**src/shared/tcr_regs.svh**
```systemverilog
// register offsets, field positions and reset values of the capture timer
`ifndef TCR_REGS_SVH
`define TCR_REGS_SVH
// byte addresses, one aligned 32-bit word each, data in bits 7:0
`define TCR_OFS_CNT_HI 8'h00
`define TCR_OFS_CNT_LO 8'h04
`define TCR_OFS_RLD_HI 8'h08
`define TCR_OFS_RLD_LO 8'h0c
`define TCR_OFS_CTL 8'h10
`define TCR_OFS_CAP_HI 8'h14
`define TCR_OFS_CAP_LO 8'h18
`define TCR_OFS_STS 8'h1c
// timer_control_zero fields
`define TCR_CTL_EN 7
`define TCR_CTL_SEL_HI 6
`define TCR_CTL_SEL_LO 5
`define TCR_CTL_POL 4
`define TCR_CTL_PS_HI 2
`define TCR_CTL_PS_LO 0
// interrupt_event_select encodings
`define TCR_SEL_BOTH 2'h0
`define TCR_SEL_CAPT 2'h1
`define TCR_SEL_RELOAD 2'h2
// status fields
`define TCR_STS_CAP 0
`define TCR_STS_REL 1
`define TCR_STS_RUN 2
// reset values, then the count loaded on reload
`define TCR_RST_CTL 8'h00
`define TCR_RST_CNT 16'h0001
`define TCR_RST_RLD 16'hffff
`define TCR_RELOAD_START 16'h0001
// axi responses
`define TCR_RESP_OKAY 2'h0
`define TCR_RESP_SLVERR 2'h2
`endif

```
**src/shared/tcr_pkg.sv**
```systemverilog
// types shared by the capture timer modules
package tcr_pkg;
  typedef enum logic [1:0] {
    TCR_IDLE,
    TCR_ARMED,
    TCR_COUNTING
  } tcr_phase_t;

  typedef struct packed {
    tcr_phase_t st;
    logic [15:0] cnt;
    logic [15:0] rld;
    logic [15:0] capt;
    logic [7:0] ctl;
    logic [7:0] hold;
    logic [1:0] sts;
    logic tout;
    logic irq;
    logic in_prev;
    logic aw_have;
    logic [7:0] awaddr;
    logic w_have;
    logic [7:0] wdata;
    logic wstrb0;
    logic awready;
    logic wready;
    logic bvalid;
    logic [1:0] bresp;
    logic arready;
    logic rvalid;
    logic [31:0] rdata;
    logic [1:0] rresp;
  } tcr_main_t;

  typedef struct packed {
    logic [6:0] cnt;
    logic tick;
  } tcr_pre_t;
endpackage

```
**src/shared/tcr_tick_if.sv**
```systemverilog
// prescaler hookup between the timer core and its divider
`timescale 1ns/1ns
`default_nettype none
interface tcr_tick_if;
  logic run;
  logic [2:0] ps;
  logic tick;
  modport ctrl (output run, output ps, input tick);
  modport pre (input run, input ps, output tick);
endinterface
`default_nettype wire

```
**src/verilog/tcr_prescaler.sv**
```systemverilog
// prescale divider: one tick every 2^ps clocks while running
`timescale 1ns/1ns
`default_nettype none
module tcr_prescaler #(
  parameter int PS_W = 3
) (
  // clock and reset
  input wire logic i_clk,
  input wire logic i_rst_n,
  // divider link
  tcr_tick_if.pre bus
);
  tcr_pkg::tcr_pre_t q;
  tcr_pkg::tcr_pre_t d;
  logic [6:0] lim;

  generate
    if (PS_W < 1 || PS_W > 3) begin : g_chk
      $error("prescale width must be 1 to 3");
    end
  endgenerate

  // divider restarts whenever counting stops so each start is aligned
  always_comb begin
    lim = 7'((8'h01 << bus.ps) - 8'h01);
    d = q;
    d.tick = bus.run && (q.cnt == lim);
    if (!bus.run || q.cnt == lim) begin
      d.cnt = 7'h00;
    end else begin
      d.cnt = q.cnt + 7'h01;
    end
  end

  always_ff @(posedge i_clk or negedge i_rst_n) begin
    if (!i_rst_n) begin
      q <= '0;
    end else begin
      q <= d;
    end
  end

  assign bus.tick = q.tick;
endmodule
`default_nettype wire

```
**src/verilog/tcr_timer.sv**
```systemverilog
// capture/compare timer with coherent count reads over axi4-lite
//
// The implementer's own choices: the register offsets and register access over AXI4-Lite.
`timescale 1ns/1ns
`default_nettype none
`include "tcr_regs.svh"
module tcr_timer #(
  parameter int CNT_W = 16
) (
  // clock and reset
  input wire logic i_clk,
  input wire logic i_rst_n,
  // axi4-lite write address and data
  input wire logic i_awvalid,
  output logic o_awready,
  input wire logic [7:0] i_awaddr,
  input wire logic i_wvalid,
  output logic o_wready,
  input wire logic [31:0] i_wdata,
  input wire logic [3:0] i_wstrb,
  // axi4-lite write response
  output logic o_bvalid,
  input wire logic i_bready,
  output logic [1:0] o_bresp,
  // axi4-lite read
  input wire logic i_arvalid,
  output logic o_arready,
  input wire logic [7:0] i_araddr,
  output logic o_rvalid,
  input wire logic i_rready,
  output logic [31:0] o_rdata,
  output logic [1:0] o_rresp,
  // timer pins and event
  input wire logic i_timer_in,
  output logic o_timer_out,
  output logic o_timer_irq
);
  tcr_pkg::tcr_main_t q;
  tcr_pkg::tcr_main_t d;
  tcr_tick_if tick_bus ();
  logic en;
  logic edge_hit;
  logic cap_ev;
  logic rel_ev;
  logic wr_do;
  logic rd_do;
  logic [7:0] wa;
  logic [7:0] ra;
  logic [1:0] sel;
  logic [1:0] clr;

  generate
    if (CNT_W != 16) begin : g_chk
      $error("count width must be 16, reads are split in two bytes");
    end
  endgenerate

  // ****************************************************************
  // prescaler
  // ****************************************************************
  assign tick_bus.run = (q.st == tcr_pkg::TCR_COUNTING);
  assign tick_bus.ps = q.ctl[`TCR_CTL_PS_HI:`TCR_CTL_PS_LO];

  tcr_prescaler #(.PS_W(3)) u_pre (
    .i_clk(i_clk),
    .i_rst_n(i_rst_n),
    .bus(tick_bus.pre)
  );

  // ****************************************************************
  // timer core and register slave
  // ****************************************************************
  // qualifying edge: pol clear means rising, set means falling
  always_comb begin
    en = q.ctl[`TCR_CTL_EN];
    sel = q.ctl[`TCR_CTL_SEL_HI:`TCR_CTL_SEL_LO];
    edge_hit = q.ctl[`TCR_CTL_POL] ? (q.in_prev & ~i_timer_in)
                                   : (~q.in_prev & i_timer_in);
    wa = {q.awaddr[7:2], 2'b00};
    ra = {i_araddr[7:2], 2'b00};
    wr_do = q.aw_have && q.w_have && !q.bvalid;
    rd_do = i_arvalid && q.arready;
    clr = 2'b00;
    if (wr_do && wa == `TCR_OFS_STS && q.wstrb0) begin
      clr = q.wdata[1:0];
    end
    cap_ev = 1'b0;
    rel_ev = 1'b0;
    d = q;
    d.irq = 1'b0;
    d.in_prev = i_timer_in;
    case (q.st)
      tcr_pkg::TCR_IDLE: begin
        if (en) begin
          d.st = tcr_pkg::TCR_ARMED;
        end
      end
      tcr_pkg::TCR_ARMED: begin
        if (!en) begin
          d.st = tcr_pkg::TCR_IDLE;
        end else if (edge_hit) begin
          d.st = tcr_pkg::TCR_COUNTING;
        end
      end
      tcr_pkg::TCR_COUNTING: begin
        if (!en) begin
          d.st = tcr_pkg::TCR_IDLE;
        end else begin
          if (tick_bus.tick) begin
            if (q.cnt == q.rld) begin
              d.cnt = `TCR_RELOAD_START;
              d.tout = ~q.tout;
              rel_ev = 1'b1;
            end else begin
              d.cnt = q.cnt + 16'h0001;
            end
          end
          if (edge_hit) begin
            d.capt = q.cnt;
            cap_ev = 1'b1;
          end
        end
      end
      default: begin
        d.st = tcr_pkg::TCR_IDLE;
      end
    endcase
    // event filter onto the interrupt pulse
    d.irq = (cap_ev && sel != `TCR_SEL_RELOAD) ||
            (rel_ev && sel != `TCR_SEL_CAPT);
    // sticky flags: a new event wins over a same-cycle clear
    d.sts = (q.sts & ~clr) | {rel_ev, cap_ev};
    // write channels are taken independently, in either order
    if (i_awvalid && q.awready) begin
      d.aw_have = 1'b1;
      d.awaddr = i_awaddr;
    end
    if (i_wvalid && q.wready) begin
      d.w_have = 1'b1;
      d.wdata = i_wdata[7:0];
      d.wstrb0 = i_wstrb[0];
    end
    if (q.bvalid && i_bready) begin
      d.bvalid = 1'b0;
    end
    if (wr_do) begin
      d.aw_have = 1'b0;
      d.w_have = 1'b0;
      d.bvalid = 1'b1;
      d.bresp = `TCR_RESP_OKAY;
      case (wa)
        `TCR_OFS_CNT_HI: begin
          // start value only loads while stopped, so counting is never torn
          if (q.wstrb0 && !en) begin
            d.cnt[15:8] = q.wdata;
          end
        end
        `TCR_OFS_CNT_LO: begin
          if (q.wstrb0 && !en) begin
            d.cnt[7:0] = q.wdata;
          end
        end
        `TCR_OFS_RLD_HI: begin
          if (q.wstrb0) begin
            d.rld[15:8] = q.wdata;
          end
        end
        `TCR_OFS_RLD_LO: begin
          if (q.wstrb0) begin
            d.rld[7:0] = q.wdata;
          end
        end
        `TCR_OFS_CTL: begin
          if (q.wstrb0) begin
            d.ctl = q.wdata;
          end
        end
        `TCR_OFS_STS, `TCR_OFS_CAP_HI, `TCR_OFS_CAP_LO: begin
          d.bresp = `TCR_RESP_OKAY;
        end
        default: begin
          d.bresp = `TCR_RESP_SLVERR;
        end
      endcase
    end
    // reads: side effects only on the holding byte, never on counting
    if (q.rvalid && i_rready) begin
      d.rvalid = 1'b0;
    end
    if (rd_do) begin
      d.rvalid = 1'b1;
      d.rdata = 32'h0000_0000;
      d.rresp = `TCR_RESP_OKAY;
      case (ra)
        `TCR_OFS_CNT_HI: begin
          d.rdata[7:0] = q.cnt[15:8];
          if (en) begin
            d.hold = q.cnt[7:0];
          end
        end
        `TCR_OFS_CNT_LO: begin
          d.rdata[7:0] = en ? q.hold : q.cnt[7:0];
        end
        `TCR_OFS_RLD_HI: d.rdata[7:0] = q.rld[15:8];
        `TCR_OFS_RLD_LO: d.rdata[7:0] = q.rld[7:0];
        `TCR_OFS_CTL: d.rdata[7:0] = q.ctl;
        `TCR_OFS_CAP_HI: d.rdata[7:0] = q.capt[15:8];
        `TCR_OFS_CAP_LO: d.rdata[7:0] = q.capt[7:0];
        `TCR_OFS_STS: begin
          d.rdata[1:0] = q.sts;
          d.rdata[`TCR_STS_RUN] = (q.st == tcr_pkg::TCR_COUNTING);
        end
        default: d.rresp = `TCR_RESP_SLVERR;
      endcase
    end
    // one write and one read under way at a time
    d.awready = !d.aw_have && !d.bvalid;
    d.wready = !d.w_have && !d.bvalid;
    d.arready = !d.rvalid;
  end

  always_ff @(posedge i_clk or negedge i_rst_n) begin
    if (!i_rst_n) begin
      q <= '0;
      q.st <= tcr_pkg::TCR_IDLE;
      q.cnt <= `TCR_RST_CNT;
      q.rld <= `TCR_RST_RLD;
      q.ctl <= `TCR_RST_CTL;
      q.awready <= 1'b1;
      q.wready <= 1'b1;
      q.arready <= 1'b1;
    end else begin
      q <= d;
    end
  end

  // every output straight from the state register
  assign o_awready = q.awready;
  assign o_wready = q.wready;
  assign o_bvalid = q.bvalid;
  assign o_bresp = q.bresp;
  assign o_arready = q.arready;
  assign o_rvalid = q.rvalid;
  assign o_rdata = q.rdata;
  assign o_rresp = q.rresp;
  assign o_timer_out = q.tout;
  assign o_timer_irq = q.irq;
endmodule
`default_nettype wire

```
**config.mk**
```make
export PLATFORM = sky130hd
export DESIGN_NAME = tcr_timer
export DESIGN_NICKNAME = d
export VERILOG_FILES = /design/src/shared/tcr_pkg.sv /design/src/shared/tcr_tick_if.sv /design/src/verilog/tcr_prescaler.sv /design/src/verilog/tcr_timer.sv
export VERILOG_INCLUDE_DIRS = /design/src /design/src/shared
export SDC_FILE = /design/constraint.sdc
export NUM_CORES = 1
export LEC_CHECK = 0
export ABC_CLOCK_PERIOD_IN_PS = 2400
export BUFFER_PORTS_ARGS = -buffer_cell sky130_fd_sc_hd__buf_4
export CORE_MARGIN = 8
export CORE_UTILIZATION = 53
export CTS_BUF_LIST = sky130_fd_sc_hd__clkbuf_4
export DETAILED_ROUTE_END_ITERATION = 6
export GPL_ROUTABILITY_DRIVEN = 0
export PLACE_DENSITY = 0.79
export SYNTH_ARGS = -nofsm -noshare
export SYNTH_HDL_FRONTEND = slang
export SYNTH_SLANG_ARGS = --single-unit
```
**constraint.sdc**
```tcl
create_clock -name i_clk -period 2.4 [get_ports i_clk]
set_clock_uncertainty 0.05 [all_clocks]
set_input_delay 0.48 -clock i_clk [delete_from_list [all_inputs] [get_ports i_clk]]
set_output_delay 0.48 -clock i_clk [all_outputs]
set_load 0.02 [all_outputs]
```
==> Word level (Yosys, flattened, before mapping) <==
Index checks and enable logic that the tools add are counted.
{ "word_totals": {"regBits": 115, "latchBits": 0, "ram_bits": 0, "rom_bits": 0, "in_bits": 60, "out_inout_bits": 43, "word_cells": 138, "n_memories": 0} }
{ "op_classes": {"addsub": 3, "mul": 0, "n_div": 0, "n_lt_le_gt_ge": 0, "eq_ne": 23, "n_shift": 1, "mux": 41, "n_bitwise": 8, "n_reduce_logical": 36} }
{ "ops": {"columns": ["cell", "n"], "rows": [
  ["8-bit 2-to-1 mux", 9],
  ["16-bit 2-to-1 mux", 4],
  ["6-bit by 3-bit equality test with 1-bit output, second input constant", 8],
  ["35-bit 2-to-1 mux", 1],
  ["5-bit case mux with 7 select lines", 1],
  ["32-bit 2-to-1 mux", 1],
  ["6-bit by 2-bit equality test with 1-bit output, second input constant", 4],
  ["3-bit case mux with 8 select lines", 1],
  ["3-bit AND reduction", 6],
  ["16-bit by 1-bit adder with 16-bit output, second input constant", 1],
  ["16-bit equality test", 1],
  ["8-bit OR reduction", 2],
  ["1-bit logical AND", 15],
  ["2-bit 2-to-1 mux", 7],
  ["6-bit by 1-bit equality test with 1-bit output, second input constant", 2],
  ["6-bit zero test", 2],
  ["1-bit 2-to-1 mux", 12],
  ["10-bit 2-to-1 mux", 1],
  ["9-bit 2-to-1 mux", 1],
  ["7-bit by 1-bit adder with 7-bit output, second input constant", 1],
  ["7-bit equality test", 1],
  ["1-bit zero test", 7],
  ["7-bit 2-to-1 mux", 1],
  ["1-bit by 3-bit left shift with 7-bit output, first input constant", 1],
  ["16 further kinds", 22]
]} }

==> Depth between registers and ports, before layout <==
Gate-level depths: netlist (run 1).
{ "depth": {"ltp_word": 8, "mapped_depth": 10, "ltp_nobuf": 8} }

==> By module <==
A second synthesis (run 1) with hierarchy kept.
{ "unflattened": {"hier_cells": 544, "hier_area_um2": 5941.9} }
{ "by_module_without_submodules": {"columns": ["mod", "instances", "cells_each", "area_per_inst_um2", "seq_area_each_um2"], "rows": [
  ["tcr_timer", 1, 489, 5408.9, 2602.5],
  ["tcr_prescaler", 1, 55, 533.0, 200.2]
]} }

==> Least setup slack after synthesis (run 1) <==
OpenSTA, ideal clock, no wires.
{ "synth_path": {"path_kind": "reg-to-reg", "start": "reg q[75] (netlist bit)", "end": "reg u_pre.q[3] (netlist bit)", "setup_ns": 0.137, "arrival_ns": 2.290, "t_required_ns": 2.213, "slack_ns": -0.078, "path_stages_with_launch": 10, "n_path_buf": 2, "period_less_slack_ns": 2.478, "cell_sequence": "dfrtp_1 clkbuf_1 or3_1 ha_1 clkbuf_2 xor2_1 nor4b_1 o311ai_0 o31ai_2 nor2_1"} }
{ "synth_lines": {"columns": ["item", "line", "text"], "rows": [
  ["start, declared", "tcr_timer.sv:38", "tcr_pkg::tcr_main_t q;"],
  ["end signal, assigned", "tcr_prescaler.sv:37", "q <= '0;"],
  ["end signal, assigned", "tcr_prescaler.sv:39", "q <= d;"],
  ["end, declared", "tcr_prescaler.sv:13", "tcr_pkg::tcr_pre_t q;"]
]} }

==> impl_metrics.toml, run 1 <==
[clock_network]
cts_sinks = 111
cts_buffers = 9
cts-root-buf = "clkbuf_4"
clk_latency_ns = 0.47
cts_tree = "done"
clk_pin_slew_ns = 0.16
clockBufferDepth = 2
htreeDepth = 3

[pwr]
pwr_density_cell_nw_per_um2 = 849
p_leak_nw = 2.99
power_frac_clock_pct = 18.5
switchingPower_w = 0.00197
peakVddDrop_uv = 612
internal_power_w = 0.00361
combPwrFrac_pct = 30.6
netSwitchingFraction_pct = 35.2
p_seq_share_pct = 51.0

[placed_design]
io_buffers = 45
dp_slack_ns = 0.00313
dp.final_hpwl_mm = 9.68
dpl_cell_area_um2 = 6340

[synthesis]
synth_area_leaders = "dfrtp_1 (38%), mux2_2 (12%), dfstp_2 (8.8%)"
synthAdderAreaFrac_pct = 0.632
synth_top_area_cell = "dfrtp_1"
synth_cell_type_count = 66
synth-edff-count = 0
avgSynthCellArea_um2 = 11.3
syn_inst = 525
yosys.area_share.simple_pct = 13.4
synth-seq-cells = 111
yosysTopAreaCellShare_pct = 38.3
synth-compound-area-share_pct = 8.74
async_flop_share_pct = 100
ys_warn_count = 0
ys.flop_type = "dfrtp_1"
ys_seq_area_share_pct = 47.2
synth.cell_area_um2 = 5940
synth-xor-area-share_pct = 5.60
muxShareOfSynthArea_pct = 16.9
synth_top_family_by_area = "multiplexers"

[sta]
drv_slew = 0
timing.final.ws_setup_ns = 0.108
final.setup.tns_ns = 0
min_period_over_period_pct = 95.5
fmax_mhz = 436
rsz0062_at_grt = "false"
worst_pin_slew_ns = 0.507
holdWs_ns = 0.0827
maxSlewHeadroom_pct = 65.9
finalSetupViolations = 0
period_needed_ns = 2.29
final-hold-violation-count = 0

[floorplan]
ioPinCount = 103
rows = 38
dieArea_um2 = 14800
die_w_um = 122
start_util_pct = 54.5
core_area_um2 = 10900
die_y_um = 122

[global_routing]
antenna_found_initial = 0
grt_overflow = 0
track_usage_pct = 18.4
grt_max_degree = 53
grt_pass1_vias = 4240
grt_pass1_wl_mm = 21.6

[worst_setup_path]
critPathSlowestCell = "dfrtp_1"
path_cells = "or3_4 > ha_4 > xor2_2 > nor4b_2 > o311ai_2 > o31ai_4 > nor2_1"
slowest_delay_ns = 0.42
crit_type = "reg -> reg"
r2r-end = "u_pre.q[1]"
critPathRequiredTime_ns = 2.71
crit_arrival_ns = 2.60
setup.worst_path.end_class = "flop"
worst-path-buf-inv = 0
cp.depth = 7
startpoint_type = "flop"
crit_family = "simple AND/OR/NAND/NOR gates"
rr_startpoint = "q[73]"
r2r_cells = 7
regToRegSetupSlack_ns = 0.11
path_max_fanout = 7

[routing]
vias = 4173
drt_iter0_markers = 460
postRouteAntennaNets = 0
post-route-drc-count = 0
wire_per_inst_um = 18.5
wl_mm = 13.2
post_drt_via_cell_ratio = 5.85
first_pass_iters = 5

[finish]
multi_input_area_um2 = 2840
layout_common_cells = "dfrtp_1 (91), buf_4 (69), mux2_2 (64)"
layout_commonest_cell = "dfrtp_1"
n_antenna_cell = 0
fillerInstances = 899
seqCellArea_um2 = 2800
area_delta_synth_final_pct = 10.8
fin_area_um2 = 6580
nNetsFinal = 631
layout-drive-gt1-share_pct = 34.7

[min_path]
min_to = "q[60]"
min_from = "i_timer_in"
hold_class = "in -> reg"
holdPathStages = 1

[flow_run]
drv_cap = 0

[outcome]
status = "complete, no violations"
-- what timing repair did --
item                                   CTS  global route
resized for setup                        0             5
hold buffers                             1             0
buffers inserted                         0             3
endpoints found under the hold margin   23             0
setup endpoints to repair                2             7
pin swaps                                1             3
-- layout make-up --
cell class | count | share of cell area [%]
timing repair buffer | 71 | 8.33
clock buffer | 9 | 1.03
inverter | 12 | 0.685
multi-input combinational | 363 | 43.2
tap | 140 | 2.66
sequential | 111 | 42.6
clock inverter | 7 | 1.48
-- kinds of logic after synthesis --
| group | Yosys count |
|---|---|
| AO/OA/AOI/OAI | 73 |
| XOR/XNOR | 38 |
| adder cells (fa/ha/maj) | 3 |
| buffers and inverters | 76 |
| flip-flops | 111 |
| multiplexers | 80 |
| other | 1 |
| AND/OR/NAND/NOR | 143 |
-- per-stage QoR --
step           cells  util, %  power, W
6_report         713     60.4   0.00558
5_1_grt          713     60.4   0.00592
4_1_cts          710     59.9   0.00545
3_5_place_dp     693     58.3   0.00441
3_3_place_gp     693     58.3   0.00432
2_1_floorplan    550        -   0.00394
-- sequential cells by signal, summed over array words and instances (netlist names) --
signal          cells
o_arready           1
o_rdata             8
o_timer_irq         1
en                  1
o_bvalid            1
o_awready           1
o_wready            1
u_pre.bus.tick      1
q                  85
o_rvalid            1
o_timer_out         1
o_bresp             1
o_rresp             1
u_pre.q             7
-- power groups by stage --
stage	registers [W]	logic [W]	clock network, W
6_report	0.00284	0.00171	0.00103
5_1_grt	0.00290	0.00188	0.00114
4_1_cts	0.00283	0.00156	0.00106
3_5_place_dp	0.00286	0.00155	0
3_3_place_gp	0.00283	0.00148	0
2_1_floorplan	0.00264	0.00130	0
-- worst max-delay path by stage --
stage                      end   from
floorplan           u_pre.q[1]  q[73]
global placement    u_pre.q[1]  q[74]
detailed placement  u_pre.q[1]  q[74]
CTS                 u_pre.q[1]  q[74]
global route        u_pre.q[3]  q[75]
finish              u_pre.q[1]  q[73]
-- routing by layer --
layer / track usage (%) / wire length, um / vias to the layer above
met2: 29.2 / 6370 / 180
li1: - / - / 1894
met4: 7.71 / 232 / 0
met5: 0 / 0 / -
met1: 24.3 / 5460 / 2083
met3: 3.38 / 1100 / 16
-- synthesized netlist by cell type (3+ instances only) --
library cell,number
nor2_1,25
xnor2_1,12
clkbuf_1,13
buf_4,38
nor3_1,3
mux2i_1,6
o31ai_1,11
inv_1,12
nor4_1,10
buf_2,9
ha_1,3
dfrtp_1,91
nor3b_1,4
and3_1,3
a21oi_1,6
nand3_1,15
mux4_2,10
xor2_1,26
a211oi_1,5
nand2b_1,6
mux2_2,64
buf_1,3
nor2b_1,10
nand3b_1,3
o21ai_0,21
nand2_1,44
dfstp_2,20
No activity file was read; power rests on OpenSTA's default activity.
==> run 2: changes to the inputs <==
Settings changed: ABC_AREA set to 1, CORE_UTILIZATION 53 to 50, PLACE_DENSITY 0.79 to 0.75.
==> impl_metrics.toml, run 2 <==
[finish]
area_delta_synth_final_pct = 8.03
largest_register_ff_count = 85
nNetsFinal = 904
layout.cells.non_filler = 993
layout-drive-gt1-share_pct = 16.0
layout_commonest_cell = "nand2_1"
fin_area_um2 = 6600
top_register = "q"
layout_common_cells = "nand2_1 (231), dfrtp_1 (91), inv_1 (80)"
fillerInstances = 1190
n_antenna_cell = 0

[worst_setup_path]
path_cells = "nor2_1 > nand2_1 > ha_1 > xnor2_1 > xor2_1 > nand3_1 > nor2_1 > nand2_1 > nand2_1 > nor2_1"
setup.worst_path.end_class = "flop"
path_max_fanout = 7
critPathRequiredTime_ns = 2.68
critPathSlowestCell = "dfrtp_1"
slowest_delay_ns = 0.47
crit_type = "reg -> reg"
crit_family = "simple AND/OR/NAND/NOR gates"
worst-path-buf-inv = 0
startpoint_type = "flop"
crit_arrival_ns = 2.42

[placed_design]
dpl.cell_count = 976
dpl_cell_area_um2 = 6460
dp.final_hpwl_mm = 10.9
io_buffers = 45

[clock_network]
cts-root-buf = "clkbuf_4"
cts_resized = 0
cts_sinks = 111
htreeDepth = 3
cts_tree = "done"
clk_latency_ns = 0.45
cts_buffers = 9
clk_pin_slew_ns = 0.17
clockBufferDepth = 2

[sta]
final.setup.tns_ns = 0
finalSetupViolations = 0
maxSlewHeadroom_pct = 59.1
drv_slew = 0
min_period_over_period_pct = 89.1
period_needed_ns = 2.14
holdWs_ns = 0.0799
worst_pin_slew_ns = 0.611
final-hold-violation-count = 0
rsz0062_at_grt = "false"
fmax_mhz = 468

[global_routing]
grt_pass1_wl_mm = 24.5
grt_max_degree = 49
grt_pass1_vias = 4967
track_usage_pct = 18.7
grt_overflow = 0
antenna_found_initial = 0

[synthesis]
synth.most_common_cell = "nand2_1"
synth-edff-count = 0
synth-seq-cells = 111
ys_warn_count = 0
ys.flop_type = "dfrtp_1"
avgSynthCellArea_um2 = 7.65
synth_top_area_cell = "dfrtp_1"
syn_inst = 798
async_flop_share_pct = 100
yosysTopAreaCellShare_pct = 37.3
synth_common_cells = "nand2_1 (231), dfrtp_1 (91), inv_1 (80)"
synth_area_leaders = "dfrtp_1 (37%), nand2_1 (14%), dfstp_2 (8.6%)"
synth.cell_area_um2 = 6100
ys_seq_area_share_pct = 45.9
synth_cell_type_count = 38

[floorplan]
ioPinCount = 103
die_w_um = 126
die_y_um = 126
core_area_um2 = 12000
dieArea_um2 = 16000
start_util_pct = 51.0
rows = 40

[routing]
first_pass_iters = 5
wire_per_inst_um = 14.5
post-route-drc-count = 0
postRouteAntennaNets = 0
drt_iter0_markers = 535
vias = 5102
wl_mm = 14.4
post_drt_via_cell_ratio = 5.14

[pwr]
power.total_w = 0.00617
peakVddDrop_uv = 492
pwr_density_cell_nw_per_um2 = 935
p_leak_nw = 3.17

[min_path]
hold_class = "in -> reg"

[outcome]
status = "complete, no violations"

[flow_run]
drv_cap = 0
[run 2: cell count changes after synthesis, moves of 13 or more]
cell,before,now
mux2_2,64,0
nand2_1,44,231
inv_1,12,80
inv_2,0,13
nand3_1,15,44
xor2_1,26,11
a21oi_1,6,42
nor2_1,25,74
o21ai_0,21,64
[run 2: report_power, final]
| part | internal [W] | leakage (nW) | switching, W | total (W) |
|---|---|---|---|---|
| Combinational | 0.000823 | 1.67 | 0.00157 | 0.00239 |
| Clock | 0.000234 | 0.0711 | 0.000628 | 0.000862 |
| Sequential | 0.00240 | 1.42 | 0.000509 | 0.00291 |
[run 2: worst paths after layout]
path	start	end	slack, ns	cells past startpoint
min in group asynchronous	i_rst_n	o_timer_out	0.41	2
worst min register to register	o_rvalid	o_arready	0.39	1
worst min-delay path	i_timer_in	q[60]	0.08	1
worst max register to register	q[74]	u_pre.q[6]	0.26	10
max in group asynchronous	i_rst_n	q[99]	1.22	3
worst max-delay path	q[74]	u_pre.q[6]	0.26	10
[run 2: cell families after synthesis]
logic type	count (synthesis)	synth area share (%)
compound gates	136	12.0
xor+xnor	16	2.30
fa+ha+maj	3	0.615
buf+inv	146	11.7
flops	111	45.9
other cells	1	0.0614
simple gates	385	27.5
[run 2: layout make-up]
class	count	area (um^2)	area share, %
sequential	111	2800	42.5
clock inverter	6	45.0	0.683
tap	147	184	2.79
timing repair buffer	56	435	6.60
multi-input combinational	566	2680	40.7
clock buffer	10	75.1	1.14
inverter	97	369	5.60
[run 2: layer usage]
layer | part of all wire (%) | wire (um) | track usage, % | up-vias
met5 | 0 | 0 | 0 | -
met3 | 7.1 | 1020 | 3.27 | 19
met4 | 1.7 | 243 | 5.66 | 0
li1 | - | - | - | 2562
met2 | 44 | 6340 | 29.3 | 167
met1 | 47 | 6770 | 25.8 | 2354
[run 2: what timing repair did]
item,CTS,global route
endpoints found under the hold margin,20,0
hold buffers,1,0
setup buffers,0,0
[run 2: stage by stage]
step	setup WS (ns)	utilization, %
2_1_floorplan	0.576	-
3_3_place_gp	0.388	54.0
3_5_place_dp	0.317	54.0
4_1_cts	0.261	55.1
5_1_grt	0.0199	55.1
6_report	0.262	55.1
[run 2: worst register-to-register path: stages, from the launching register on]
cell and delay [ns]:
dfrtp_1 0.47, nor2_1 0.15, nand2_1 0.10, ha_1 0.30, xnor2_1 0.21, xor2_1 0.17
nand3_1 0.08, nor2_1 0.09, nand2_1 0.09, nand2_1 0.22, nor2_1 0.09
